==> config.mk <==
export PLATFORM = sky130hd
export DESIGN_NAME = ims_start_ctrl
export DESIGN_NICKNAME = d
export VERILOG_FILES = /design/src/ims_pkg.sv /design/src/ims_start_ctrl.sv /design/src/ims_sync.sv
export SDC_FILE = /design/constraint.sdc
export NUM_CORES = 1
export LEC_CHECK = 0
export ABC_AREA = 1
export ABC_CLOCK_PERIOD_IN_PS = 1700
export BUFFER_PORTS_ARGS = -buffer_cell sky130_fd_sc_hd__buf_2
export CORE_AREA = 2 2 102 104
export DETAILED_ROUTE_END_ITERATION = 16
export DIE_AREA = 0 0 104 106
export GPL_ROUTABILITY_DRIVEN = 0
export GPL_TIMING_DRIVEN = 1
export MAX_ROUTING_LAYER = met4
export PLACE_DENSITY = 0.69
export SETUP_SLACK_MARGIN = 0.02
export SLEW_MARGIN = 10
export SYNTH_ARGS = -nofsm -noshare
export SYNTH_HDL_FRONTEND = slang
export SYNTH_SLANG_ARGS = --single-unit
export TNS_END_PERCENT = 10
==> constraint.sdc <==
create_clock -name clk -period 1.7 [get_ports clk]
set_input_delay 0.255 -clock clk [delete_from_list [all_inputs] [get_ports clk]]
set_output_delay 0.255 -clock clk [all_outputs]
set_load 0.05 [all_outputs]
==> src/ims_pkg.sv <==
// Shared constants and types of the multi-master start control block.
// Assumes a 50 MHz system clock and an 8-bit register port.
package ims_pkg;

	// Clock and timing
	localparam int CLK_PERIOD_NS  = 20;
	localparam int TBUF_STD_NS    = 4700;
	localparam int TBUF_FAST_NS   = 1300;
	localparam int TBUF_STD_CYC   = (TBUF_STD_NS + CLK_PERIOD_NS - 1) / CLK_PERIOD_NS;
	localparam int TBUF_FAST_CYC  = (TBUF_FAST_NS + CLK_PERIOD_NS - 1) / CLK_PERIOD_NS;
	localparam logic [7:0] TBUF_STD_CNT  = 8'(TBUF_STD_CYC);
	localparam logic [7:0] TBUF_FAST_CNT = 8'(TBUF_FAST_CYC);

	// Register offsets
	localparam logic [2:0] ADDR_CTRL   = 3'h0;
	localparam logic [2:0] ADDR_STATUS = 3'h1;
	localparam logic [2:0] ADDR_IFLAG  = 3'h2;
	localparam logic [2:0] ADDR_IEN    = 3'h3;
	localparam logic [2:0] ADDR_TXDATA = 3'h4;
	localparam logic [2:0] ADDR_CLKDIV = 3'h5;

	// Control fields
	localparam int CTRL_START = 0;
	localparam int CTRL_STOP  = 1;
	localparam int CTRL_MM    = 2;
	localparam int CTRL_TR    = 3;
	localparam int CTRL_FAST  = 4;

	// Status fields
	localparam int STAT_BUSY    = 0;
	localparam int STAT_WAITING = 1;
	localparam int STAT_ACTIVE  = 2;
	localparam int STAT_TXFULL  = 3;

	// Event flag fields, same layout in the enable register
	localparam int EV_START = 0;
	localparam int EV_STOP  = 1;
	localparam int EV_NACK  = 2;
	localparam int EV_TXRDY = 3;

	// Reset values
	localparam logic [7:0] CLKDIV_RST = 8'hFA;
	localparam logic [7:0] FREE_RST   = 8'hFF;

	typedef enum logic [6:0] {
		IMS_IDLE  = 7'h01,
		IMS_WAIT  = 7'h02,
		IMS_START = 7'h04,
		IMS_BIT   = 7'h08,
		IMS_ACK   = 7'h10,
		IMS_HOLD  = 7'h20,
		IMS_STOP  = 7'h40
	} ims_state_t;

	typedef struct packed {
		ims_state_t  st;
		logic [1:0]  ph;
		logic [7:0]  div;
		logic [2:0]  bitn;
		logic [7:0]  shift;
		logic [7:0]  txd;
		logic        tx_full;
		logic        rstart;
		logic        scl_low;
		logic        sda_low;
		logic        start_request;
		logic        stop_request;
		logic        multi_master_select;
		logic        transmitter_select;
		logic        fast_mode;
		logic [7:0]  clkdiv;
		logic [3:0]  event_flag;
		logic [3:0]  event_irq_en;
		logic        bus_occupied_flag;
		logic [7:0]  free_cnt;
		logic        scl_q;
		logic        sda_q;
		logic [7:0]  rdata;
	} ims_regs_t;

	localparam ims_regs_t REGS_RST = '{
		st: IMS_IDLE, ph: 2'h0, div: 8'h00, bitn: 3'h0, shift: 8'h00, txd: 8'h00,
		tx_full: 1'b0, rstart: 1'b0, scl_low: 1'b0, sda_low: 1'b0,
		start_request: 1'b0, stop_request: 1'b0, multi_master_select: 1'b0,
		transmitter_select: 1'b0, fast_mode: 1'b0, clkdiv: CLKDIV_RST,
		event_flag: 4'h0, event_irq_en: 4'h0, bus_occupied_flag: 1'b0,
		free_cnt: FREE_RST, scl_q: 1'b1, sda_q: 1'b1, rdata: 8'h00
	};

	typedef struct packed {
		logic [1:0] ff1;
		logic [1:0] ff2;
		logic [1:0] ff3;
		logic [1:0] level;
	} ims_sync_t;

	localparam ims_sync_t SYNC_RST = '{ff1: 2'h3, ff2: 2'h3, ff3: 2'h3, level: 2'h3};

endpackage

==> src/ims_start_ctrl.sv <==
// I2C master start control for a multi-master bus: bus monitor, start deferral,
// bus free interval, byte transmit and self-clearing event flags.
// Assumes open-drain bus lines resolved outside and a one-cycle register port.
//
// Summary of operation
// - A start requested while the bus is busy waits until the bus is released.
// - After a stop, a start waits 4.7us standard or 1.3us fast mode.
// - Multi-master transmitter start on a busy bus parks in a bus-polling wait state.
// - Start flag clears itself on a stop; stop and NACK flags clear themselves on a start.
// - Pending means flag and enable both set, regardless of global interrupt enable.
`timescale 1ns/1ns
module ims_start_ctrl
	import ims_pkg::*;
(
	// Clock and reset
	input  wire logic       clk,
	input  wire logic       arst_n,
	// Register port
	input  wire logic [2:0] reg_addr,
	input  wire logic [7:0] reg_wdata,
	input  wire logic       reg_wr,
	input  wire logic       reg_rd,
	output logic      [7:0] reg_rdata,
	// Bus clock line
	input  wire logic       scl_in,
	output logic            scl_out,
	output logic            scl_oe,
	// Bus data line
	input  wire logic       sda_in,
	output logic            sda_out,
	output logic            sda_oe,
	// Interrupt
	output logic            irq
);

	ims_regs_t  r;
	ims_regs_t  next_r;
	logic [1:0] lines;
	logic       scl_s;
	logic       sda_s;
	logic       start_ev;
	logic       stop_ev;
	logic       tick;
	logic       free_ok;
	logic [7:0] tbuf_cnt;
	logic [3:0] ev_set;
	logic [3:0] ev_hw_clr;
	logic       load_byte;

	ims_sync u_sync (
		.clk        (clk),
		.arst_n     (arst_n),
		.line_in    ({scl_in, sda_in}),
		.line_level (lines)
	);

	assign scl_s = lines[1];
	assign sda_s = lines[0];

	function automatic logic [7:0] read_mux(input ims_regs_t s, input logic [2:0] a);
		logic [7:0] d;
		d = 8'h00;
		unique case (a)
			ADDR_CTRL: begin
				d[CTRL_START] = s.start_request;
				d[CTRL_STOP]  = s.stop_request;
				d[CTRL_MM]    = s.multi_master_select;
				d[CTRL_TR]    = s.transmitter_select;
				d[CTRL_FAST]  = s.fast_mode;
			end
			ADDR_STATUS: begin
				d[STAT_BUSY]    = s.bus_occupied_flag;
				d[STAT_WAITING] = (s.st == IMS_WAIT);
				d[STAT_ACTIVE]  = !(s.st inside {IMS_IDLE, IMS_WAIT});
				d[STAT_TXFULL]  = s.tx_full;
			end
			ADDR_IFLAG:  d[3:0] = s.event_flag;
			ADDR_IEN:    d[3:0] = s.event_irq_en;
			ADDR_TXDATA: d = s.txd;
			ADDR_CLKDIV: d = s.clkdiv;
			default:     d = 8'h00;
		endcase
		return d;
	endfunction

	always_comb begin
		next_r       = r;
		ev_set       = 4'h0;
		ev_hw_clr    = 4'h0;
		load_byte    = 1'b0;
		tick         = 1'b0;
		next_r.scl_q = scl_s;
		next_r.sda_q = sda_s;

		// Bus monitor: edges of data while clock is high
		start_ev = r.scl_q && scl_s && r.sda_q && !sda_s;
		stop_ev  = r.scl_q && scl_s && !r.sda_q && sda_s;
		if (start_ev) begin
			next_r.bus_occupied_flag = 1'b1;
			ev_set[EV_START]         = 1'b1;
			ev_hw_clr[EV_STOP]       = 1'b1;
			ev_hw_clr[EV_NACK]       = 1'b1;
		end
		if (stop_ev) begin
			next_r.bus_occupied_flag = 1'b0;
			ev_set[EV_STOP]          = 1'b1;
			ev_hw_clr[EV_START]      = 1'b1;
		end

		// Bus free interval since last stop
		tbuf_cnt = r.fast_mode ? TBUF_FAST_CNT : TBUF_STD_CNT;
		if (stop_ev || start_ev) begin
			next_r.free_cnt = 8'h00;
		end else if (r.free_cnt != FREE_RST) begin
			next_r.free_cnt = r.free_cnt + 8'h01;
		end
		free_ok = !r.bus_occupied_flag && (r.free_cnt >= tbuf_cnt);

		// Quarter-bit timer; a released clock held low by others stretches the phase
		if (r.st inside {IMS_IDLE, IMS_WAIT}) begin
			next_r.div = r.clkdiv;
		end else if (r.div == 8'h00) begin
			if (r.scl_low || scl_s) begin
				tick       = 1'b1;
				next_r.div = r.clkdiv;
			end
		end else begin
			next_r.div = r.div - 8'h01;
		end
		if (tick) begin
			next_r.ph = r.ph + 2'h1;
		end

		unique case (r.st)
			IMS_IDLE: begin
				next_r.scl_low = 1'b0;
				next_r.sda_low = 1'b0;
				next_r.ph      = 2'h0;
				next_r.rstart  = 1'b0;
				if (r.start_request) begin
					if (free_ok) begin
						next_r.st = IMS_START;
					end else begin
						next_r.st = IMS_WAIT;
					end
				end
			end
			IMS_WAIT: begin
				// Polls for release only; flags and holding register left alone
				next_r.ph = 2'h0;
				if (free_ok) begin
					next_r.st = IMS_START;
				end
			end
			IMS_START: begin
				next_r.scl_low = (r.ph == 2'h0) ? r.rstart : (r.ph == 2'h3);
				next_r.sda_low = (r.ph >= 2'h2);
				if (tick && r.ph == 2'h3) begin
					next_r.start_request = 1'b0;
					next_r.rstart        = 1'b0;
					ev_set[EV_TXRDY]     = 1'b1;
					if (r.tx_full) begin
						load_byte = 1'b1;
					end else begin
						next_r.st = IMS_HOLD;
					end
				end
			end
			IMS_BIT: begin
				next_r.scl_low = (r.ph < 2'h2);
				next_r.sda_low = !r.shift[7];
				if (tick && r.ph == 2'h3) begin
					if (r.bitn == 3'h0) begin
						next_r.st = IMS_ACK;
					end else begin
						next_r.shift = {r.shift[6:0], 1'b0};
						next_r.bitn  = r.bitn - 3'h1;
					end
				end
			end
			IMS_ACK: begin
				next_r.scl_low = (r.ph < 2'h2);
				next_r.sda_low = 1'b0;
				if (tick && r.ph == 2'h3) begin
					if (sda_s) begin
						ev_set[EV_NACK] = 1'b1;
						next_r.st       = IMS_STOP;
					end else if (r.stop_request) begin
						next_r.st = IMS_STOP;
					end else if (r.start_request) begin
						next_r.st     = IMS_START;
						next_r.rstart = 1'b1;
					end else if (r.tx_full) begin
						load_byte = 1'b1;
					end else begin
						next_r.st = IMS_HOLD;
					end
				end
			end
			IMS_HOLD: begin
				next_r.scl_low = 1'b1;
				next_r.sda_low = r.sda_low;
				next_r.ph      = 2'h0;
				if (r.stop_request) begin
					next_r.st = IMS_STOP;
				end else if (r.start_request) begin
					next_r.st     = IMS_START;
					next_r.rstart = 1'b1;
				end else if (r.tx_full) begin
					load_byte = 1'b1;
				end
			end
			IMS_STOP: begin
				next_r.scl_low = (r.ph == 2'h0);
				next_r.sda_low = (r.ph < 2'h2);
				if (tick && r.ph == 2'h3) begin
					next_r.stop_request = 1'b0;
					next_r.st           = IMS_IDLE;
				end
			end
			default: begin
				next_r.st = IMS_IDLE;
			end
		endcase

		// Holding register moves to the shifter only once the start is out
		if (load_byte) begin
			next_r.shift     = r.txd;
			next_r.tx_full   = 1'b0;
			next_r.bitn      = 3'h7;
			next_r.ph        = 2'h0;
			next_r.st        = IMS_BIT;
			ev_set[EV_TXRDY] = 1'b1;
		end

		// Register writes
		if (reg_wr) begin
			unique case (reg_addr)
				ADDR_CTRL: begin
					if (reg_wdata[CTRL_START]) begin
						next_r.start_request = 1'b1;
					end
					if (reg_wdata[CTRL_STOP]) begin
						next_r.stop_request = 1'b1;
					end
					next_r.multi_master_select = reg_wdata[CTRL_MM];
					next_r.transmitter_select  = reg_wdata[CTRL_TR];
					next_r.fast_mode           = reg_wdata[CTRL_FAST];
				end
				ADDR_IFLAG: begin
					ev_hw_clr = ev_hw_clr | reg_wdata[3:0];
				end
				ADDR_IEN: begin
					next_r.event_irq_en = reg_wdata[3:0];
				end
				ADDR_TXDATA: begin
					next_r.txd           = reg_wdata;
					next_r.tx_full       = 1'b1;
					ev_hw_clr[EV_TXRDY]  = 1'b1;
				end
				ADDR_CLKDIV: begin
					next_r.clkdiv = reg_wdata;
				end
				default: begin
				end
			endcase
		end

		// A new event wins over any clear in the same cycle
		next_r.event_flag = (r.event_flag & ~ev_hw_clr) | ev_set;

		next_r.rdata = reg_rd ? read_mux(r, reg_addr) : r.rdata;
	end

	always_ff @(posedge clk or negedge arst_n) begin
		if (!arst_n) begin
			r <= REGS_RST;
		end else begin
			r <= next_r;
		end
	end

	assign reg_rdata = r.rdata;
	assign scl_out   = 1'b0;
	assign scl_oe    = r.scl_low;
	assign sda_out   = 1'b0;
	assign sda_oe    = r.sda_low;
	// Pending needs only flag and enable; no global gate here
	assign irq       = |(r.event_flag & r.event_irq_en);

endmodule

==> src/ims_sync.sv <==
// Three-stage input synchroniser for the two bus lines.
// Lines idle high; a change is taken once stages two and three agree.
`timescale 1ns/1ns
module ims_sync
	import ims_pkg::*;
(
	// Clock and reset
	input  wire logic       clk,
	input  wire logic       arst_n,
	// Raw and filtered lines
	input  wire logic [1:0] line_in,
	output logic      [1:0] line_level
);

	ims_sync_t r;
	ims_sync_t next_r;

	always_comb begin
		next_r     = r;
		next_r.ff1 = line_in;
		next_r.ff2 = r.ff1;
		next_r.ff3 = r.ff2;
		for (int i = 0; i < 2; i++) begin
			if (r.ff2[i] == r.ff3[i]) begin
				next_r.level[i] = r.ff3[i];
			end
		end
	end

	always_ff @(posedge clk or negedge arst_n) begin
		if (!arst_n) begin
			r <= SYNC_RST;
		end else begin
			r <= next_r;
		end
	end

	assign line_level = r.level;

endmodule

* Word-level counts from Yosys, hierarchy flattened
Index checks and enable logic that the tools add are counted.
** Storage, ports and cells
- Bits in registers :: 88
- Latch bits :: 0
- Memory bits (writable) :: 0
- Bits in read-only memories :: 0
- Input bits :: 17
- Output and inout bits :: 13
- Word-level logic and storage cells :: 182
- Memories :: 0
** Cells by class
- Add/subtract/negate cells :: 4
- Multipliers :: 0
- Divide/modulo/power cells :: 0
- Magnitude comparators :: 3
- Equality and inequality tests :: 29
- Shifts and indexed selects :: 0
- Multiplexer cells :: 75
- Bitwise logic cells :: 6
- Reductions and logical operators :: 37
** Operator list (number)
- 2-to-1 mux 7 bit :: 13
- 2-to-1 mux 8 bit :: 7
- case mux 7 bit (7 select lines) :: 1
- 2-to-1 mux 11 bit :: 4
- 2-to-1 mux 1 bit :: 34
- case mux 4 bit (6 select lines) :: 1
- inequality test 3 bit, second input constant :: 7
- 2-to-1 mux 13 bit :: 1
- case mux 2 bit (6 select lines) :: 1
- AND reduction 2 bit :: 5
- nonzero test 2 bit :: 5
- 2-to-1 mux 9 bit :: 1
- adder 8 x 1 -> 8 bit, second input constant :: 1
- AND 4 bit :: 2
- greater-or-equal comparator 8 bit :: 1
- logical NOT 8 bit :: 1
- inequality test 2 bit, second input constant :: 4
- inequality test 8 bit, second input constant :: 1
- AND reduction 8 bit :: 1
- subtractor 8 x 1 -> 8 bit, second input constant :: 1
- == test 7 x 1 -> 1 bit, second input constant :: 1
- == test 7 x 2 -> 1 bit, second input constant :: 1
- == test 7 x 3 -> 1 bit, second input constant :: 1
- == test 7 x 4 -> 1 bit, second input constant :: 1
- other kinds (39) :: 58

* Longest topological paths before layout
Gate-level depths: netlist of run 1.
- Word-level depth :: 10
- Mapped depth :: 12
- Depth with buffers taken out :: 12

* Hierarchy
A second synthesis of run 1 with hierarchy kept.
** Second synthesis, totals
- Cells, all modules :: 562
- Area, all modules :: 4734.5 um2
** By module, submodules not included
- ims_start_ctrl :: instances 1, cells an instance 544, area an instance 4476.8 um2, seq. area each 2023.2 um2
- ims_sync :: instances 1, cells an instance 18, area an instance 257.7 um2, seq. area each 210.2 um2

* Least setup slack after synthesis of run 1
No wires, ideal clock.
- Path kind :: register -> output
- From :: reg r[19] (netlist bit)
- To :: out irq
- Arrival :: 1.466 ns
- Data required time :: 1.445 ns
- Slack :: -0.021 ns
- Stages on the path, launching flop included :: 3
- Path buffers :: 0
- Cells stage by stage :: dfrtp_1 -> inv_1 -> o21ai_0
** Between the ends
- Longest elaborated chain between the ends :: 2
** Ends and longest elaborated chain
- start, declared :: RTL line ims_start_ctrl.sv:36 : ims_regs_t r;
- start signal, assigned :: RTL line ims_start_ctrl.sv:279 : r <= next_r;
- AND 4 bit :: RTL line ims_start_ctrl.sv:289 : assign irq = |(r.event_flag & r.event_irq_en);
- OR reduction 4 bit :: RTL line ims_start_ctrl.sv:289
- end, declared :: RTL line ims_start_ctrl.sv:33 : output logic irq
Every way passes these cells.

* Worst setup path after layout of run 1
- From :: reg r[74] (netlist bit)
- To :: reg r[56] (netlist bit)
** Between the ends
- Longest elaborated chain between the ends :: 8
- Elaborated cells on any way between the ends :: 17
- Classes of those cells :: 7 x eq/ne; 5 x mux; 5 x reduce/logical
** Ends and longest elaborated chain
- == test 7 x 1 -> 1 bit or == test 7 x 2 -> 1 bit (tied branches) :: RTL line ims_start_ctrl.sv:120 : if (r.st inside {IMS_IDLE, IMS_WAIT}) begin
- nonzero test 2 bit :: RTL line ims_start_ctrl.sv:120
- 2-to-1 mux 1 bit :: RTL line ims_start_ctrl.sv:120
- logical AND 1 bit :: RTL line ims_start_ctrl.sv:158, ims_start_ctrl.sv:172, ims_start_ctrl.sv:184
- 2-to-1 mux 1 bit (on tied branches) :: RTL line ims_start_ctrl.sv:184, ims_start_ctrl.sv:158
- case mux 1 bit (3 select lines) :: RTL line ims_start_ctrl.sv:134 : unique case (r.st)
- inequality test 2 bit (no source line) or nonzero test 2 bit (tied branches)
- AND reduction 3 bit (no source line)
Parallel ways exist; a longest one is shown, timed or not.
A chain may end at the register's enable or synchronous reset.

==> results, run 1 <==
- The sum of buffers and inverters on the critical path is 2.
- For this block, the initial DRC count from the detailed router was 251.
- Wires add up to 11.30 mm.
- The full die area is 11020 um2.
- The mean cell area of the mapped netlist is 8.318 um2.
- The nature of the critical path startpoint is a flip-flop.
- The cell sitting at the root of the clock tree is a sky130_fd_sc_hd__clkbuf_8.
- The worst hold-check path type is input port to flip-flop.
- The clock reaches the later pin of the worst-skew pair after 360 ps.
- Once detailed placement completed, the half-perimeter wirelength came to 8.145 mm.
- Along the worst path, the maximum fanout reaches 9.
- The max-capacitance violation count is 0.
- The longest clock path from root to sink contains 2 buffers.
- The share of synthesized area occupied by flip-flops and latches is 46.38%.
- Synthesis produced 579 cells.
- For this design the ratio of total power to cell area is 1162 nW/um2.
- The cell family contributing the most delay on the critical path is simple AND/OR/NAND/NOR gates.
- The floorplan step set the die width to 104 um.
- The worst hold path begins at reg_wdata[5].
- The first global-routing pass estimated 18.94 mm of wire.
- The checks that failed: setup timing.
- Among all flip-flop cells after synthesis, the most frequent one is sky130_fd_sc_hd__dfrtp_1.
- The startpoint of the lowest-slack register-to-register path is r[74].
- Compared with the post-synthesis result, the final layout area differs by 19.64%.
- Once placement completed, the tool counted placed cells totaling 762.
- The leading cell type in the layout, fill and taps excluded is sky130_fd_sc_hd__nand2_1.
- For hold timing, the worst endpoint is r[32].
- The number of top-level design ports is 30.
- After layout, the minimum clock period comes to 1714 ps.
- The repair_antennas step left the layout with diodes totalling 0.
- The initial antenna violation count was 0.
- The effective utilization at floorplan is 48.16%.
- The highest clock frequency the design can meet is 583.5 MHz.
- The number of fill cells is 919.
- TritonCTS built the clock tree.
- The worst-case clock skew is 10.46 ps.
- The vertical die dimension is 106 um.
- Data on the critical path arrives at its endpoint at 1950 ps.
- In this run the standard cell core region covers 10000 um2.
- Detailed routing inserted a total of 4045 vias.
- The placed instances occupy a cell area of 5293 um2.
- For this design, the sink count on the clock tree is 88.
- The worst register-to-register path has a setup slack of -10 ps.
- After routing, the total negative slack on setup checks comes to -36.62 ps.
- Yosys attributes the largest share of cell area to sky130_fd_sc_hd__dfrtp_1, sky130_fd_sc_hd__dfstp_2, sky130_fd_sc_hd__nand2_1, sky130_fd_sc_hd__inv_1, sky130_fd_sc_hd__o21ai_0.
- The instance count along the most critical hold path is 3.
- The via count of the first global-routing pass is 3993.
- The final clock period utilization by the worst path is 100.8%.
- During synthesis, Yosys emitted a total of 0 warnings.
- Counting flops with a built-in enable in the synthesized netlist gives 0.
- The standby leakage power is 2.897 nW.
- The length of the first detailed-routing pass in iterations is 5.
- The critical path goes through nor2_2 > nand2_2 > buf_12 > nor2_4 > nand2_2 > nor2_2 > inv_2 > nand2_8 > nand2_4 > nand3_2 > nand2_1.
- After global routing the overflow that remains totals 0.
- The flow ran to the end, but the final reports show violations.
- The minimum setup slack in the final design is -13.66 ps.
- The library cells used most frequently in the layout, excluding fill and tap cells, are sky130_fd_sc_hd__nand2_1, sky130_fd_sc_hd__inv_1, sky130_fd_sc_hd__dfrtp_1.
- The total routing usage reported by global routing is 21.99%.
- Row generation in the floorplan step produced 37 rows.
- After detailed routing, the number of vias per cell comes to 5.114.
- In the final layout, the share of cells above drive strength 1 is 29.92%.
- The worst setup path is of the flip-flop to flip-flop kind.
- The final setup violation count is 4.
- The cell taking the most area after synthesis is sky130_fd_sc_hd__dfrtp_1.
- IR analysis of the VDD net gives a maximum drop of 0.6373 mV.
- The final hold violation count is 0.
- The count of input and output buffers is 27.
- For the worst setup path, the data required time is 1940 ps.
- STA classifies the critical path endpoint as a flip-flop.
- The synthesized cell area is 4816 um2.
- After clock tree synthesis, the clock-pin slew on the worst setup and hold paths is 100 ps.
- The layout net count is 679.
- The final cell count without fillers is 791.
- Setup repair after global routing could not meet its margin everywhere.
- The largest stage delay on the critical path is 410 ps.
- After synthesis, the largest area contributor takes up 32.74% of total cell area.
- The count of distinct cell types in the synthesized netlist is 48.
- In the routed design, unresolved DRC markers number 0.
- The worst slack at placement is -83.82 ps.
- The max-slew violation total from the final report came to 0.
- Counting the buffers created by CTS gives 9.
- The capture point of the worst reg-to-reg path is r[56].
- Entering global routing, the biggest net connects 65 pins.
- The synthesized design contains 88 register bits.
- The cell type of the slowest stage on the worst timing path is sky130_fd_sc_hd__dfrtp_1.
- The count of H-tree levels built during CTS is 3.
- Overall power consumption after layout is estimated at 6.694 mW.
- For the worst flop-to-flop path, the logic depth is 11.
- The count of nets left with antenna violations once routing finished came out at 0.
- Dividing the detail-routed wire length by the instance count gives 14.28 um.
- The final cell area excluding filler cells is 5762 um2.
- In the synthesized netlist the async set-or-reset flop fraction comes to 100.0%.
-- cells in the mapped netlist, drive strengths merged, types with 5 or more instances --
library cell,instances
nand3,40
dfrtp,63
o21ai,62
nor2,48
dfstp,25
a21oi,15
buf,13
nand2,148
ha,12
xnor2,5
nor3,10
inv,92
-- worst register-to-register path: cells and delay by family, from the launching register on --
kind | cells | cell delay (ps)
buf+inv | 2 | 220
simple gates | 9 | 980
flops | 1 | 410
-- final cells by class --
class | instances | area (um2) | share of cell area [%]
multi-input combinational | 385 | 2287 | 39.70
sequential | 88 | 2235 | 38.78
timing repair buffer | 74 | 533.0 | 9.251
inverter | 92 | 347.8 | 6.037
tap | 136 | 170.2 | 2.953
clock buffer | 11 | 151.4 | 2.628
clock inverter | 5 | 37.54 | 0.6515
-- routing by layer --
layer / GRT usage (%) / wire length [um] / part of all wire (%) / up-vias
met5: - / 0 / 0 / -
met4: 7.432 / 257 / 2.3 / 0
met3: 3.188 / 667 / 5.9 / 21
met2: 33.69 / 5107 / 45 / 139
met1: 30.29 / 5263 / 47 / 1882
li1: - / - / - / 2003
-- state kept, by name, indices dropped and copies added, names as in the netlist --
| signal | flops |
|---|---|
| r | 70 |
| u_sync.next_r | 4 |
| u_sync.line_level | 2 |
| reg_rdata | 8 |
| sda_oe | 1 |
| scl_oe | 1 |
| u_sync.r | 2 |
-- through the flow --
stage / util [%] / hold slack [ps]
floorplan: - / -40.59
global placement: 52.93 / 233.8
detailed placement: 52.93 / 228.5
CTS: 56.08 / 115.6
global route: 57.62 / 131.4
finish: 57.62 / 128.1
-- timing repair --
action,in CTS,in global routing
pin swaps,8,10
endpoints found under the setup margin,23,39
endpoints found under the hold margin,66,0
buffers inserted,5,4
resized for setup,12,33
hold buffers,3,0
gates cloned,1,0
-- worst max-delay path by stage --
stage	from	end	slack (ps)	depth (start not counted)
3_3_place_gp	r[17]	r[74]	-70	11
5_1_grt	r[74]	r[42]	-120	12
6_report	r[74]	r[56]	-10	11
4_1_cts	r[73]	scl_oe	3	9
3_5_place_dp	r[17]	r[74]	-80	11
2_1_floorplan	r[63]	r[56]	20	12
-- cells by family after synthesis --
| kind of cell | Yosys count | synth area share [%] |
|---|---|---|
| AO/OA/AOI/OAI | 101 | 12.03 |
| XOR/XNOR | 7 | 1.273 |
| adder cells (fa/ha/maj) | 14 | 3.533 |
| buffers and inverters | 108 | 9.457 |
| flip-flops | 88 | 46.38 |
| multiplexers | 5 | 1.143 |
| other | 1 | 0.07787 |
| AND/OR/NAND/NOR | 255 | 26.11 |
-- report_power, final --
group          switching (mW)  internal (mW)
Combinational            1.44          0.966
Clock                   0.790          0.620
Sequential              0.318           2.56
(Power assumes the default switching activity.)
==> inputs of run 2 (changes only) <==
- CORE_AREA: 2 2 102 104 -> 10 10 110 112
- DIE_AREA: 0 0 104 106 -> 0 0 120 122
==> run 2 against run 1 <==
- the run still ends with setup timing left
- clock skew is 0.54 ps higher
- count of clock-buffer cells in the layout is 1 lower
- cell count increased by 1.5%
- register-to-register slack about the same
- largest cell class unchanged
- sequential share of layout area shrank 0.96 points
- power is 2.3% higher
- critical path depth increased by 2
- global-route usage down 5.1 points
- core utilization is 1.2 points higher
- largest power group unchanged
==> results, run 2 (synthesized netlist as in run 1, its figures left out) <==
- The worst reg-to-reg setup slack is -10 ps (about the same).
- Setup repair after global routing could not meet its margin everywhere.
- The final reports fail on setup timing.
- The worst reg-to-reg path cell count is 13 (+2).
- The count of H-tree levels built during CTS is 3 (unchanged).
- The initial detailed-routing violation count is 187 (-25%).
- The total routing usage reported by global routing is 16.90% (-5.1 points).
- The effective utilization at floorplan was 47.94% (-0.22 points).
- The number of fill cells is 922 (+0.33%).
- The number of vias per cell is 5.161 (+0.92%).
- The diode insertion count for antenna repair is 0 (unchanged).
- The nature of the critical path startpoint is a flip-flop.
- The max-capacitance violation count is 0 (unchanged).
- The highest clock frequency the design can meet is 584.2 MHz (+0.12%).
- The power density normalized to cell area is 1159 nW/um2 (-0.28%).
- The top cell types in the final layout, fill and taps aside, are sky130_fd_sc_hd__nand2_1, sky130_fd_sc_hd__inv_1, sky130_fd_sc_hd__dfrtp_1.
- The max-slew violation total from the final report was 0 (unchanged).
- The internal power is 4.231 mW (+2.1%).
- The placed wire-length estimate after detailed placement is 8.762 mm (+7.6%).
- The clock latency reported for the late side of the worst-skew pair is 380 ps (+20 ps).
- The placed instance count is 761 (-0.13%).
- The sum of buffers and inverters on the critical path is 3 (+1).
- The largest stage delay on the critical path is 430 ps (+20 ps).
- The full die area is 14640 um2 (+33%).
- The worst path arrival time is 1990 ps (+40 ps).
- The reported net switching power is 2.618 mW (+2.7%).
- The final cell area excluding filler cells is 5912 um2 (+2.6%).
- The count of input and output buffers came to 27 (unchanged).
- The via count of the first global-routing pass is 4093 (+2.5%).
- In this run the most critical hold path is launched from reg_wdata[5].
- The logic gate share of total power is 36.2% (+0.2 points).
- In this run the critical register-to-register path is launched from r[78].
- The cell type of the slowest stage on the worst timing path is sky130_fd_sc_hd__dfrtp_1.
- The maximum buffer depth of the clock tree is 2 (unchanged).
- The final cell count without fillers is 803 (+1.5%).
- The final routed wirelength across all metal layers came to 12.11 mm (+7.2%).
- The critical path endpoint category is a flip-flop.
- The pin count of the biggest net entering global routing is 27 (-58%).
- The worst-case clock skew is 10.99 ps (+0.5359 ps).
- The net switching share of the total power is 38.23% (+0.13 points).
- The minimum setup slack in the final design was -11.64 ps (+2.018 ps).
- The share of final-layout standard cells stronger than drive strength 1 is 32.68% (+2.8 points).
- The peak fanout along the critical path is 7 (-2).
- The CTS tree is yes.
- The path class of the tightest hold or removal check is input port to flip-flop.
- The TritonCTS buffer count is 9 (unchanged).
- The area occupied by multi-input gates was 2311 um2 (+1.0%).
- The final setup violation count is 5 (+1).
- The total DRC errors in the routed layout is 0 (unchanged).
- The via count is 4144 (+2.4%).
- The floorplan die width is 120 um (+15%).
- The end point of the most critical hold path is r[32].
- The area growth from synthesis to layout is 22.76%.
- The layout net count is 691 (+1.8%).
- The cell family contributing the most delay on the critical path is simple AND/OR/NAND/NOR gates.
- The detail-routed net length per standard cell is 15.07 um (+5.6%).
- The core area is 10050 um2 (+0.46%).
- The number of sinks handled by clock tree synthesis is 88 (unchanged).
- The sequential power share came to 42.0% (-1.0 points).
- The length of the first detailed-routing pass in iterations came to 5 (unchanged).
- The post-layout total power is 6.849 mW (+2.3%).
- The final core utilization came to 58.85% (+1.2 points).
- The final hold violation count is 0 (unchanged).
- The kind of critical path is flip-flop to flip-flop.
- The total congestion overflow is 0 (unchanged).
- The run finished, with violations left.
- The clock network fraction of design power is 21.8% (+0.7 points).
- The instance count along the most critical hold path came to 3 (unchanged).
- The time the worst path needs with I/O delays and setup was 1712 ps (-2.018 ps).
- The final antenna-violating net count was 0 (unchanged).
- The vertical die dimension is 122 um (+15%).
- The total cell area at the placement stage is 5310 um2 (+0.33%).
- The clock-pin slew reported for the worst setup and hold paths after clock tree synthesis is 90 ps (about the same).
- The library cell used most frequently in the layout, excluding fill and tap cells, is sky130_fd_sc_hd__nand2_1.
- The data required time at the worst endpoint came to 1980 ps (+40 ps).
- The total number of placement rows was 37 (unchanged).
- The flip-flop count of the largest register, all copies and words added is 70 (unchanged).
- The area occupied by registers was 2236 um2 (about the same).
- The library cell used as clock root buffer is sky130_fd_sc_hd__clkbuf_8.
- The global-route wire length before repair came to 19.40 mm (+2.4%).
- The peak supply drop was 0.8913 mV (+40%).
- The initial antenna violation count is 0 (unchanged).
- Traced cell by cell, the critical path runs through inv_2 > nand2_2 > nor2_4 > nand2_4 > nand3_4 > nor2_4 > nand2_4 > nand2_8 > buf_12 > nand3_1 > nand2_1 > inv_1 > nand2_1.
- The register with the most flip-flops in the final layout is r.
- The number of top-level design ports is 30 (unchanged).
- The endpoint identified for the worst register-to-register timing path is r[57].
- The standby leakage power came to 2.970 nW (+2.5%).
- The final clock period utilization by the worst path is 100.7% (-0.12 points).
## run 2: cell types whose count changed in the layout (fill, tap and decap cells not counted), moves of 3 or more
cell                      previous run  this run
sky130_fd_sc_hd__buf_4              42        51
sky130_fd_sc_hd__nand2_1           125       121
sky130_fd_sc_hd__nand3_1            30        27
sky130_fd_sc_hd__nor2_2              7        10
sky130_fd_sc_hd__o21ai_0            53        50
sky130_fd_sc_hd__o21ai_1             6        10
## run 2: cell type report
cell class              instances  share of cell area (%)
multi-input cells             385                   39.09
flip-flops and latches         88                   37.82
repair buffers                 86                   11.03
inverters                      92                   5.884
well taps                     136                   2.878
clock buffers                  10                   2.159
clock inverters                 6                   1.143
## run 2: worst max-delay path by stage
stage / from / to / slack (ps) / cells past startpoint
after floorplan: r[63] / r[56] / 20 / 12
after detailed placement: r[17] / r[74] / -70 / 11
after global routing: r[78] / r[59] / -110 / 13
after global placement: r[17] / r[78] / -30 / 11
after CTS: r[78] / r[55] / -40 / 13
final: r[78] / r[57] / -10 / 13
## run 2: per-stage QoR
stage                     hold WS (ps)  setup slack [ps]  setup TNS (ps)
after floorplan                 -40.59             20.81               0
after global placement           206.1            -32.17          -138.5
after detailed placement         207.2            -72.70          -339.7
after CTS                        98.73            -36.83          -136.2
after global routing             101.9            -113.7           -1873
final                            106.7            -11.64          -30.52
## run 2: worst register-to-register path, delay by kind of cell (launching register included)
family                 cells  cell delay [ps]
and+or+nand+nor           10              900
DFF                        1              430
buffers and inverters      3              280
## run 2: routing by layer
layer	track usage (%)	up-vias	share of wire, %
li1	-	2036	-
met1	21.22	1974	45
met2	26.79	122	48
met3	3.515	12	6.0
met4	5.505	0	1.1
met5	-	-	0
## run 2: timing repair
| action | 4_1_cts | 5_1_grt |
|---|---|---|
| endpoints found under the hold margin | 21 | 0 |
| pin swaps | 9 | 25 |
| hold buffers | 3 | 0 |
| setup buffers | 12 | 10 |
| resized for setup | 14 | 46 |
| gates cloned | 1 | 0 |
| setup endpoints to repair | 23 | 41 |
## run 2: power by group through the flow
stage          clock network, mW  registers (mW)  logic (mW)
6_report                    1.49            2.88        2.48
5_1_grt                     1.61            2.93        2.76
4_1_cts                     1.53            2.85        2.31
3_5_place_dp                   0            2.88        2.17
3_3_place_gp                   0            2.87        2.07
2_1_floorplan                  0            2.80        1.53
==> inputs of run 3 (changes only) <==
- SKIP_CTS_REPAIR_TIMING: unset -> 1
==> run 3 against run 2 <==
- the run still ends with setup timing left
- die area is the same
- non-clock buffer count is the same
- combinational power is essentially flat
- via count shrank 1.4%
- register-to-register slack is essentially flat
- first-iteration DRC count grew 11%
- cell count shrank 0.12%
- design area shrank 0.76%
- count of clock-buffer cells in the layout is the same
- largest cell class unchanged
==> results, run 3 (synthesized netlist as in run 1, its figures left out) <==
- Ranked by flip-flop count, first place goes to r.
- The count of H-tree levels built during CTS came to 3 (unchanged).
- The via count is 4087 (-1.4%).
- The post-route setup TNS is -38.05 ps (-7.529 ps).
- The count of input and output buffers is 27 (unchanged).
- The clock-pin slew reported for the worst setup and hold paths after clock tree synthesis came to 90 ps (about the same).
- The TritonCTS buffer count is 9 (unchanged).
- The peak fanout along the critical path came to 7 (unchanged).
- The kind of critical path is flip-flop to flip-flop.
- The initial detailed-routing violation count is 208 (+11%).
- The critical path endpoint category is a flip-flop.
- The minimum setup slack in the final design is -16.07 ps (-4.427 ps).
- The maximum buffer depth of the clock tree is 2 (unchanged).
- The max-capacitance violation count came to 0 (unchanged).
- The length of the first detailed-routing pass in iterations is 5 (unchanged).
- The sequential power share came to 41.6% (-0.4 points).
- The placed wire-length estimate after detailed placement is 8.762 mm (unchanged).
- The number of top-level design ports is 30 (unchanged).
- The effective utilization at floorplan is 47.94% (unchanged).
- The final setup violation count is 5 (unchanged).
- The tightest min-delay check is of the input port to flip-flop type.
- The final core utilization is 58.40% (-0.45 points).
- The vertical die dimension came to 122 um (unchanged).
- The final hold violation count is 0 (unchanged).
- The core area is 10050 um2 (unchanged).
- The total DRC errors in the routed layout is 0 (unchanged).
- The via count of the first global-routing pass is 3999 (-2.3%).
- The library cell used as clock root buffer is sky130_fd_sc_hd__clkbuf_8.
- The final clock period utilization by the worst path came to 100.9% (+0.26 points).
- The final reports fail on setup timing.
- The full die area is 14640 um2 (unchanged).
- The number of sinks handled by clock tree synthesis is 88 (unchanged).
- The total number of placement rows came to 37 (unchanged).
- The CTS tree is yes.
- The layout net count is 690 (-0.14%).
- The initial antenna violation count was 0 (unchanged).
- The peak supply drop was 0.8919 mV (about the same).
- The internal power is 4.261 mW (+0.72%).
- The data required time at the worst endpoint is 1960 ps (-20 ps).
- The final cell count without fillers came to 802 (-0.12%).
- The global-route wire length before repair is 19.09 mm (-1.6%).
- The net switching share of the total power is 37.96% (-0.27 points).
- The total congestion overflow is 0 (unchanged).
- The post-layout total power is 6.868 mW (+0.28%).
- Setup repair after global routing could not meet its margin everywhere.
- The final antenna-violating net count is 0 (unchanged).
- The nature of the critical path startpoint is a flip-flop.
- The number of fill cells is 929 (+0.76%).
- The pin count of the biggest net entering global routing is 27 (unchanged).
- The standby leakage power is 2.946 nW (-0.82%).
- The number of vias per cell was 5.096 (-1.3%).
- The leading cell type in the layout, fill and taps excluded is sky130_fd_sc_hd__nand2_1.
- The flow ran to the end, but the final reports show violations.
- The clock latency reported for the late side of the worst-skew pair is 370 ps (about the same).
- The final routed wirelength across all metal layers is 11.82 mm (-2.4%).
- The total routing usage reported by global routing is 16.57% (-0.32 points).
- The share of final-layout standard cells stronger than drive strength 1 came to 32.28% (-0.40 points).
- The highest clock frequency the design can meet is 582.7 MHz (-0.26%).
- The top cell types in the final layout, fill and taps aside, are sky130_fd_sc_hd__nand2_1, sky130_fd_sc_hd__inv_1, sky130_fd_sc_hd__dfrtp_1.
- The max-slew violation total from the final report is 0 (unchanged).
- The detail-routed net length per standard cell is 14.74 um (-2.2%).
- The diode insertion count for antenna repair was 0 (unchanged).
- The time the worst path needs with I/O delays and setup was 1716 ps (+4.427 ps).
- The reported net switching power is 2.607 mW (-0.42%).
- The worst-case clock skew came to 11.10 ps (+0.1059 ps).
- The floorplan die width is 120 um (unchanged).
- Relative to the synthesized area, the layout overhead comes to 21.82%.
- The worst path arrival time came to 1980 ps (about the same).
- The logic gate share of total power came to 36.6% (+0.4 points).
- The clock network fraction of design power was 21.8% (about the same).
- The power density normalized to cell area is 1171 nW/um2 (+1.1%).
- The flip-flop count of the largest register, all copies and words added came to 70 (unchanged).
- The placed instance count came to 761 (unchanged).
## run 3: final cells by class
| type | instances | area (um2) | area share (%) |
|---|---|---|---|
| Sequential cell | 88 | 2235 | 38.09 |
| Timing Repair Buffer | 86 | 635.6 | 10.83 |
| Tap cell | 136 | 170.2 | 2.900 |
| Clock buffer | 10 | 127.6 | 2.175 |
| Inverter | 92 | 347.8 | 5.929 |
| Clock inverter | 6 | 67.56 | 1.152 |
| Multi-Input combinational cell | 384 | 2283 | 38.92 |
## run 3: final timing paths
kind,from,slack [ps],endpoint,depth (start not counted)
setup / recovery,r[78],-20,r[74],12
hold / removal,reg_wdata[7],110,r[34],3
setup reg to reg,r[78],-20,r[74],12
hold reg to reg,u_sync.next_r[5],360,u_sync.next_r[3],0
max in group asynchronous,arst_n,730,r[15],3
min in group asynchronous,arst_n,340,sda_oe,2
## run 3: power groups by stage
stage | clock network (mW) | registers, mW | logic (mW)
after global placement | 0 | 2.87 | 2.07
after CTS | 1.53 | 2.85 | 2.18
after detailed placement | 0 | 2.88 | 2.17
after floorplan | 0 | 2.80 | 1.53
final | 1.50 | 2.86 | 2.51
after global routing | 1.61 | 2.91 | 2.81
## run 3: critical path, cell delays in order (launching register included)
cell	delay (ps)
sky130_fd_sc_hd__dfrtp_1	430
sky130_fd_sc_hd__inv_2	100
sky130_fd_sc_hd__nand2_2	60
sky130_fd_sc_hd__nor2_4	210
sky130_fd_sc_hd__nand2_4	150
sky130_fd_sc_hd__nand2_4	130
sky130_fd_sc_hd__nor2_4	50
sky130_fd_sc_hd__nand2_4	110
sky130_fd_sc_hd__nand2_4	60
sky130_fd_sc_hd__nand3_4	110
sky130_fd_sc_hd__nand2_4	70
sky130_fd_sc_hd__nand2_1	60
sky130_fd_sc_hd__nand2_1	50
## run 3: per-layer routing
layer	up-vias	wire (um)	GRT usage, %
li1	2033	-	-
met3	16	634	3.562
met1	1939	5360	20.97
met2	99	5630	25.79
met5	-	0	-
met4	0	192	5.882
## run 3: per-stage QoR
step           setup slack (ps)  hold slack (ps)  instance area, um2
2_1_floorplan             20.81           -40.59                4820
3_3_place_gp             -32.17            206.1                5310
3_5_place_dp             -72.70            207.2                5310
4_1_cts                  -84.66           -202.6                5505
5_1_grt                  -116.8            102.4                5867
6_report                 -16.07            105.3                5867
